$ cat src/core/dam_pkg.sv
// dam_pkg: constants and types for the request address mapper
// Notes on behaviour
// - newer bank-top order: column lowest, then row, bank, group above
// - rank reads zero with one rank, else taken above every other field
// - older column-low order: column, bank, row, rank from the bottom up
// - newer column-low order: column, bank, group, row, logical rank, rank
// - newer linear interleave: bits 4:3 pick the group machine, row on top
// - stacked low: group at 3, bank, logical rank, upper column, row, rank
// - stacked mid: group at 3, bank, upper column, logical rank, row, rank
// - older half-bank interleave swaps the low bank bit with a column bit
// - x16 half-bank interleave: group at 3, bank split two bits apart
// - half-bank interleave: each run of eight covers four banks, next run next four
// - base-plus-width selects ascend from base; concatenations are msb first
// - three lowest request bits play no part in ordering; step is eight
// - an order select setting picks which mapping scheme applies
package dam_pkg;
	// request address and field widths
	localparam int DAM_ADDR_W = 32;
	localparam int DAM_COL_W = 10;
	localparam int DAM_ROW3_W = 16;
	localparam int DAM_BANK3_W = 3;
	localparam int DAM_ROW4_W = 15;
	localparam int DAM_BANK4_W = 2;
	localparam int DAM_GRP4_W = 2;
	localparam int DAM_GRP16_W = 1;
	localparam int DAM_LR_W = 1;
	localparam int DAM_RANK_W = 1;
	localparam int DAM_BURST_W = 3;
	localparam int DAM_RUN_W = 8;
	// register byte offsets
	localparam logic [4:0] DAM_REG_CTRL = 5'h00;
	localparam logic [4:0] DAM_REG_REQ = 5'h04;
	localparam logic [4:0] DAM_REG_ROW = 5'h08;
	localparam logic [4:0] DAM_REG_COL = 5'h0C;
	localparam logic [4:0] DAM_REG_FLD = 5'h10;
	localparam logic [4:0] DAM_REG_STAT = 5'h14;
	// control field positions and reset value
	localparam int DAM_CTRL_W = 6;
	localparam int DAM_CTRL_RANKS = 4;
	localparam int DAM_CTRL_STACK = 5;
	localparam logic [5:0] DAM_CTRL_RST = 6'h04;
	// packed field register positions
	localparam int DAM_FLD_GRP = 4;
	localparam int DAM_FLD_LR = 8;
	localparam int DAM_FLD_RANK = 12;
	typedef enum logic [3:0] {
		DAM_D3_LIN = 4'h0,
		DAM_D3_BRC = 4'h1,
		DAM_D3_RBC = 4'h2,
		DAM_D3_HBI = 4'h3,
		DAM_D4_LIN = 4'h4,
		DAM_D4_BRC = 4'h5,
		DAM_D4_RBC = 4'h6,
		DAM_D4_SDL = 4'h7,
		DAM_D4_SDM = 4'h8,
		DAM_D4_HBI16 = 4'h9,
		DAM_D4_HBI8 = 4'hA
	} dam_order_t;
	typedef struct packed {
		logic [15:0] row;
		logic [9:0] col;
		logic [2:0] bank;
		logic [1:0] grp;
		logic lr;
		logic rank;
	} dam_fields_t;
endpackage

$ cat src/core/dam_mapper.sv
// dam_mapper: request address splitter with an Avalon-MM register port
`timescale 1ns/1ps
module dam_mapper (
	// clock and reset
	input wire logic clk_sys,
	input wire logic nrst,
	// register bus
	input wire logic [4:0] avs_address,
	input wire logic avs_read,
	input wire logic avs_write,
	input wire logic [31:0] avs_writedata,
	input wire logic [3:0] avs_byteenable,
	output logic [31:0] avs_readdata,
	output logic avs_waitrequest,
	// decoded fields
	output logic [15:0] rowOut,
	output logic [dam_pkg::DAM_COL_W-1:0] colOut,
	output logic [2:0] bankOut,
	output logic [1:0] groupOut,
	output logic lrankOut,
	output logic rankOut,
	output logic decValid
);
	import dam_pkg::*;

	localparam int C = DAM_COL_W;
	localparam int D3RK = DAM_BANK3_W + C + DAM_ROW3_W;
	localparam int D4LR = C + DAM_ROW4_W + DAM_BANK4_W + DAM_GRP4_W;
	localparam int SD = 3 + DAM_BANK4_W + DAM_GRP4_W;

	// one request address into all fields; widths fixed at elaboration
	function automatic dam_fields_t mapAddr(
		input logic [31:0] a,
		input logic [3:0] ord,
		input logic twoRk,
		input logic stk
	);
		dam_fields_t f;
		f = '0;
		case (ord)
			DAM_D3_LIN: begin
				f.bank = {a[3 +: DAM_BANK3_W-1], a[2+DAM_BANK3_W]};
				f.col = {a[3+DAM_BANK3_W +: C-3], a[2:0]};
				f.row = a[DAM_BANK3_W+C +: DAM_ROW3_W];
				f.rank = a[D3RK];
			end
			DAM_D3_BRC: begin
				f.col = a[0 +: C];
				f.row = a[C +: DAM_ROW3_W];
				f.bank = a[C+DAM_ROW3_W +: DAM_BANK3_W];
				f.rank = a[D3RK];
			end
			DAM_D3_RBC: begin
				f.col = a[0 +: C];
				f.bank = a[C +: DAM_BANK3_W];
				f.row = a[C+DAM_BANK3_W +: DAM_ROW3_W];
				f.rank = a[D3RK];
			end
			DAM_D3_HBI: begin
				f.bank = {a[3 +: DAM_BANK3_W-1], a[3+DAM_BANK3_W]};
				f.col = {a[4+DAM_BANK3_W +: C-4], a[2+DAM_BANK3_W], a[2:0]};
				f.row = a[DAM_BANK3_W+C +: DAM_ROW3_W];
				f.rank = a[D3RK];
			end
			DAM_D4_LIN: begin
				f.grp = a[3 +: DAM_GRP4_W];
				f.bank[1:0] = a[3+DAM_GRP4_W +: DAM_BANK4_W];
				f.col = {a[3+DAM_GRP4_W+DAM_BANK4_W +: C-3], a[2:0]};
				f.row[14:0] = a[DAM_GRP4_W+DAM_BANK4_W+C +: DAM_ROW4_W];
				f.lr = a[D4LR];
				f.rank = stk ? a[D4LR+DAM_LR_W] : a[D4LR];
			end
			DAM_D4_BRC: begin
				f.col = a[0 +: C];
				f.row[14:0] = a[C +: DAM_ROW4_W];
				f.bank[1:0] = a[C+DAM_ROW4_W +: DAM_BANK4_W];
				f.grp = a[C+DAM_ROW4_W+DAM_BANK4_W +: DAM_GRP4_W];
				f.lr = a[D4LR];
				f.rank = stk ? a[D4LR+DAM_LR_W] : a[D4LR];
			end
			DAM_D4_RBC: begin
				f.col = a[0 +: C];
				f.bank[1:0] = a[C +: DAM_BANK4_W];
				f.grp = a[C+DAM_BANK4_W +: DAM_GRP4_W];
				f.row[14:0] = a[C+DAM_BANK4_W+DAM_GRP4_W +: DAM_ROW4_W];
				f.lr = a[D4LR];
				f.rank = stk ? a[D4LR+DAM_LR_W] : a[D4LR];
			end
			DAM_D4_SDL: begin
				f.grp = a[3 +: DAM_GRP4_W];
				f.bank[1:0] = a[3+DAM_GRP4_W +: DAM_BANK4_W];
				f.lr = a[SD];
				f.col = {a[SD+DAM_LR_W +: C-3], a[2:0]};
				f.row[14:0] = a[SD-3+DAM_LR_W+C +: DAM_ROW4_W];
				f.rank = a[D4LR+DAM_LR_W];
			end
			DAM_D4_SDM: begin
				f.grp = a[3 +: DAM_GRP4_W];
				f.bank[1:0] = a[3+DAM_GRP4_W +: DAM_BANK4_W];
				f.col = {a[SD +: C-3], a[2:0]};
				f.lr = a[SD-3+C];
				f.row[14:0] = a[SD-3+C+DAM_LR_W +: DAM_ROW4_W];
				f.rank = a[D4LR+DAM_LR_W];
			end
			DAM_D4_HBI16: begin
				f.grp[0] = a[3];
				f.bank[1:0] = {a[5+DAM_GRP16_W], a[3+DAM_GRP16_W]};
				f.col = {a[4+DAM_GRP16_W+DAM_BANK4_W +: C-4], a[4+DAM_GRP16_W], a[2:0]};
				f.row[14:0] = a[DAM_GRP16_W+DAM_BANK4_W+C +: DAM_ROW4_W];
				f.rank = a[D4LR-1];
			end
			DAM_D4_HBI8: begin
				f.grp = a[3 +: DAM_GRP4_W];
				f.bank[1:0] = a[4+DAM_GRP4_W +: DAM_BANK4_W];
				f.col = {a[4+DAM_GRP4_W+DAM_BANK4_W +: C-4], a[3+DAM_GRP4_W], a[2:0]};
				f.row[14:0] = a[DAM_GRP4_W+DAM_BANK4_W+C +: DAM_ROW4_W];
				f.rank = a[D4LR];
			end
			default: begin
				f = '0;
			end
		endcase
		// fields that the configuration does not have read as zero
		if (!twoRk) begin
			f.rank = 1'b0;
		end
		if (!stk) begin
			f.lr = 1'b0;
		end
		return f;
	endfunction

	logic [DAM_CTRL_W-1:0] ctrl_q, ctrl_d;
	logic [31:0] reqAddr_q, reqAddr_d;
	logic [31:0] readData_q, readData_d;
	logic waitReq_q, waitReq_d;
	dam_fields_t fld_q, fld_d;
	logic decValid_q, decValid_d;
	logic [DAM_RUN_W-1:0] run_q, run_d;
	logic [31:0] beMask;
	logic [31:0] rdMux;
	logic req;
	logic acc;
	logic [31:0] newAddr;
	logic stepHit;

	assign req = avs_read | avs_write;
	assign acc = req & ~waitReq_q;
	assign beMask = {{8{avs_byteenable[3]}}, {8{avs_byteenable[2]}},
		{8{avs_byteenable[1]}}, {8{avs_byteenable[0]}}};
	assign newAddr = (reqAddr_q & ~beMask) | (avs_writedata & beMask);
	// low three bits stay out of the step test, so a step of eight is a run
	assign stepHit = newAddr[31:DAM_BURST_W] == reqAddr_q[31:DAM_BURST_W] + 29'h1;

	// read multiplexer; unmapped offsets read as zero
	always_comb begin
		case (avs_address)
			DAM_REG_CTRL: rdMux = {26'h0, ctrl_q};
			DAM_REG_REQ: rdMux = reqAddr_q;
			DAM_REG_ROW: rdMux = {16'h0, fld_q.row};
			DAM_REG_COL: rdMux = {22'h0, fld_q.col};
			DAM_REG_FLD: rdMux = {19'h0, fld_q.rank, 3'h0, fld_q.lr, 2'h0,
				fld_q.grp, 1'h0, fld_q.bank};
			DAM_REG_STAT: rdMux = {24'h0, run_q};
			default: rdMux = 32'h0;
		endcase
	end

	// bus answer and register next values
	always_comb begin
		// one wait cycle per access keeps readdata a plain flop
		waitReq_d = ~(req & waitReq_q);
		readData_d = readData_q;
		ctrl_d = ctrl_q;
		reqAddr_d = reqAddr_q;
		fld_d = fld_q;
		run_d = run_q;
		decValid_d = 1'b0;
		if (avs_read && waitReq_q) begin
			readData_d = rdMux;
		end
		if (acc && avs_write) begin
			case (avs_address)
				DAM_REG_CTRL: begin
					ctrl_d = (ctrl_q & ~beMask[5:0]) | (avs_writedata[5:0] & beMask[5:0]);
				end
				DAM_REG_REQ: begin
					reqAddr_d = newAddr;
					// decode in the accept cycle, fields stand from the next
					fld_d = mapAddr(newAddr, ctrl_q[3:0], ctrl_q[DAM_CTRL_RANKS],
						ctrl_q[DAM_CTRL_STACK]);
					decValid_d = 1'b1;
					if (stepHit) begin
						run_d = (run_q == 8'hFF) ? run_q : run_q + 8'h01;
					end else begin
						run_d = 8'h00;
					end
				end
				default: begin
					ctrl_d = ctrl_q;
				end
			endcase
		end
	end

	// state registers
	always_ff @(posedge clk_sys) begin
		if (!nrst) begin
			waitReq_q <= 1'b1;
			readData_q <= 32'h0;
			ctrl_q <= DAM_CTRL_RST;
			reqAddr_q <= 32'h0;
			fld_q <= '0;
			run_q <= 8'h00;
			decValid_q <= 1'b0;
		end else begin
			waitReq_q <= waitReq_d;
			readData_q <= readData_d;
			ctrl_q <= ctrl_d;
			reqAddr_q <= reqAddr_d;
			fld_q <= fld_d;
			run_q <= run_d;
			decValid_q <= decValid_d;
		end
	end

	assign avs_waitrequest = waitReq_q;
	assign avs_readdata = readData_q;
	assign rowOut = fld_q.row;
	assign colOut = fld_q.col;
	assign bankOut = fld_q.bank;
	assign groupOut = fld_q.grp;
	assign lrankOut = fld_q.lr;
	assign rankOut = fld_q.rank;
	assign decValid = decValid_q;

	// helper for run checks: low bank bit of the previous decode
	logic prevBank0_q;
	always_ff @(posedge clk_sys) begin
		if (!nrst) begin
			prevBank0_q <= 1'b0;
		end else if (decValid_q) begin
			prevBank0_q <= fld_q.bank[0];
		end
	end

	logic [3:0] ordQ;
	assign ordQ = ctrl_q[3:0];
endmodule

$ cat config.mk
export PLATFORM = sky130hd
export DESIGN_NAME = dam_mapper
export DESIGN_NICKNAME = d
export VERILOG_FILES = /design/src/core/dam_pkg.sv /design/src/core/dam_mapper.sv
export SDC_FILE = /design/constraint.sdc
export NUM_CORES = 1
export LEC_CHECK = 0
export BUFFER_PORTS_ARGS = -buffer_cell sky130_fd_sc_hd__buf_2
export CAP_MARGIN = 20
export CORE_ASPECT_RATIO = 0.7
export CORE_MARGIN = 5
export CORE_UTILIZATION = 41
export DETAILED_ROUTE_END_ITERATION = 8
export GPL_ROUTABILITY_DRIVEN = 0
export REMOVE_ABC_BUFFERS = 1
export SLEW_MARGIN = 10
export SYNTH_ARGS = -nofsm -noshare
export SYNTH_HDL_FRONTEND = slang
export SYNTH_SLANG_ARGS = --single-unit
$ cat constraint.sdc
create_clock -name clk_sys -period 5.1 [get_ports clk_sys]
set_input_delay 0.51 -clock clk_sys [delete_from_list [all_inputs] [get_ports clk_sys]]
set_output_delay 0.51 -clock clk_sys [all_outputs]
set_load 0.01 [all_outputs]
==> impl_results.md <==
* Row Count at 41
* Internal power at 1.74 mW
* GR Util met2 at 31.5%
* First DRT Iteration DRCs at 1,047
* Port Buf Inserts at 111
* Post-synth cell types at 71
* Clk network pwr share at 52.7%
* Max rail drop VDD at 0.236 mV
* Setup violators final at 0
* Deepest clock path buffer count at 2
* Maximum capacitance violations at 0
* Detailed Route WL at 26,200 µm
* DR pass1 iterations at 7
* Async SR Flop Fraction at 0%
* Synth Register Bits at 113
* Peak Freq at 313 MHz
* Total track usage at 24.5%
* Unrepaired setup endpoints after global routing: no
* Worst hold path type: input pin to register
* Via count at 7,538
* Post-synth EDFFs at 0
* Most frequent cells in the layout: dfxtp_1, buf_2, nand2_1, nor2_1, a21oi_1
* DRT antenna net count at 0
* Worst Setup End Kind: register
* Final period util at 62.7%
* DPL Wire Length at 18,600 µm
* Rel. slew slack at 24.0%
* Final Hold Fails at 0
* # IOs at 112
* Final nets at 1,026
* Post-Syn Area at 7450 µm²
* Layout area overhead at 16.1%
* CP max FO at 11
* Syn avg cell area at 8.06 µm²
* M3 GR Usage at 8.02%
* Critical path launch point type: register
* Busiest grt layer: met1
* Prevailing post-synth register cell: dfxtp_1
* Switch Pwr at 0.611 mW
* Post-synthesis sequential area ratio at 30.4%
* Power share of the sequential group at 38.1%
* CTS Buf Count at 17
* Leak at 3.54 nW
* Die Y at 123 µm
* Postcts setup bufs at 0
* H-Tree Depth at 4
* Wire length of the first global-routing pass at 39,600 µm
* PostCTS Resize Cnt at 0
* Initial core utilization at 41.5%
* Latest clock arrival within the worst-skew pair at 0.44 ns
* Leading cell type in the layout, fill and taps excluded: dfxtp_1
* Max Slew Vio Count at 0
* TritonCTS clock tree: yes
* Worst setup margin at 1.90 ns
* Largest net degree at the start of global routing at 89
* CTS sink cnt at 113
* Outcome: completed
* Post-DP Area at 8040 µm²
* Slew of the pin with the lowest slew margin at 1.14 ns
* Die X-Extent at 171 µm
* Yosys warnings at 0
* WL per Instance at 21.3 µm
* DIE AREA at 21,000 µm²
* Worst EP required at 5.46 ns
* Kind of critical path: register to register
* Min Hold Slack at 0.315 ns
* Post-Synthesis Cells at 924
* CTS clock-pin slew for the worst setup and hold paths at 0.06 ns
* DRC errors left at 0
* Share of cells above drive strength 1 at 19.9%
* Core region area at 18,000 µm²
* Antenna Cells at 0
* Switching Share at 26.0%
* Initial antenna violation count at 0
* Combinational power share at 9.1%
* Setup_tns at 0 ns
* Core Util, Final at 48.2%
* Grt met1 use at 38.4%
* Post-route design area at 8650 µm²
* GR Overflow Total at 0
* Via density at 6.14
* Root buffer cell: clkbuf_16
* Hold buffer count at CTS at 0
* Final setup skew at 0.0135 ns
* Minimum clock period at 3.20 ns
* Vias in the first global route at 6,481
* CP arrival at 3.56 ns
* Pwr Density at 271 nW/µm²
* Place WS at 1.92 ns
==> critical path, stage by stage (launching register included) <==
cell and delay [ns]:
dfxtp_1 0.55, nand3_1 0.40, or4_4 0.62, or4_4 0.52, o2bb2ai_2 0.15, nor4b_4 0.32
nand4_4 0.22, a21o_1 0.23, a21boi_2 0.12
==> power by group through the flow <==
stage	Sequential, mW	Clock (mW)	Combinational [mW]
floorplan	0.914	0	0.108
global route	0.895	1.29	0.229
global placement	0.913	0	0.210
detailed placement	0.914	0	0.209
CTS	0.894	1.25	0.211
finish	0.894	1.24	0.215
==> synthesized netlist by cell type (3+ instances only) <==
cell      number  share of area, %
or4_1          4              0.40
nand3_1       29               1.9
and3_1         9              0.76
xor2_1        10               1.2
a21oi_1       67               4.5
a21boi_0      19               1.9
nand4_1        7              0.59
a222oi_1      16               2.1
buf_2          3              0.20
buf_1         12              0.60
nor3_1        25               1.7
nor3b_1       24               2.4
mux2_2        24               3.6
and2_1        11              0.92
nor2_1        69               3.5
clkbuf_1      66               3.3
nand4b_1       5              0.59
mux2i_1       52               7.0
a21boi_2       6              0.91
o211a_1       26               3.5
inv_1          6              0.30
buf_4          5              0.50
a21o_1         8              0.81
nor4_1         9              0.76
a31oi_1        4              0.34
o211ai_1       4              0.40
dfxtp_1      113                30
and4_1         3              0.35
a22oi_1       23               2.3
nor2b_1       20               1.7
nand2_1       90               4.5
nand2b_1       6              0.50
or3_1          9              0.76
a32oi_1        3              0.35
xnor2_1       22               2.6
o22ai_1       25               2.1
a211oi_1       5              0.50
o21ai_0       41               2.8
nand3b_1       3              0.30
==> worst paths after layout <==
kind / startpoint / end / slack, ns / cells after the start
worst max register to register: reqAddr_q[8] / run_q[3] / 1.90 / 8
worst min register to register: avs_readdata[18] / avs_readdata[18] / 0.46 / 2
worst min-delay path: avs_read / avs_waitrequest / 0.31 / 2
worst max-delay path: reqAddr_q[8] / run_q[3] / 1.90 / 8
==> logic make-up (layout without fill, tap and decap cells) <==
| logic type | count (synthesis) | in the layout | share of synthesized area [%] |
|---|---|---|---|
| AO/OA/AOI/OAI | 269 | 269 | 25.2 |
| XOR/XNOR | 33 | 33 | 4.06 |
| adder cells (fa/ha/maj) | 2 | 2 | 0.336 |
| buffers and inverters | 94 | 162 | 5.14 |
| flip-flops | 113 | 113 | 30.4 |
| multiplexers | 77 | 77 | 10.8 |
| AND/OR/NAND/NOR | 336 | 336 | 24.2 |
==> through the flow <==
stage	power (mW)	instances
after floorplan	1.02	837
after global placement	1.12	1195
after detailed placement	1.12	1195
after CTS	2.35	1227
after global routing	2.41	1228
final	2.35	1228
==> flip-flops by register name, indices dropped and copies added, names as in the netlist, 2 cells and up, named ones only <==
register      flops
avs_readdata     32
reqAddr_q        32
rowOut           16
colOut           10
run_q             8
bankOut           3
groupOut          2
==> cell type report <==
cell class / instances / area (µm²)
Clock buffer: 19 / 433
Clock inverter: 13 / 161
Fill cell: 1802 / 9310
Inverter: 7 / 26.3
Multi-Input combinational cell: 717 / 4810
Sequential cell: 113 / 2260
Tap cell: 236 / 295
Timing Repair Buffer: 123 / 658
==> metal layers <==
metal	up-vias	part of all wire [%]
li1	3531	-
met1	3554	47
met2	415	38
met3	38	13
met4	0	1.7
met5	-	0
Note: power is estimated with default switching activity, not from simulation.
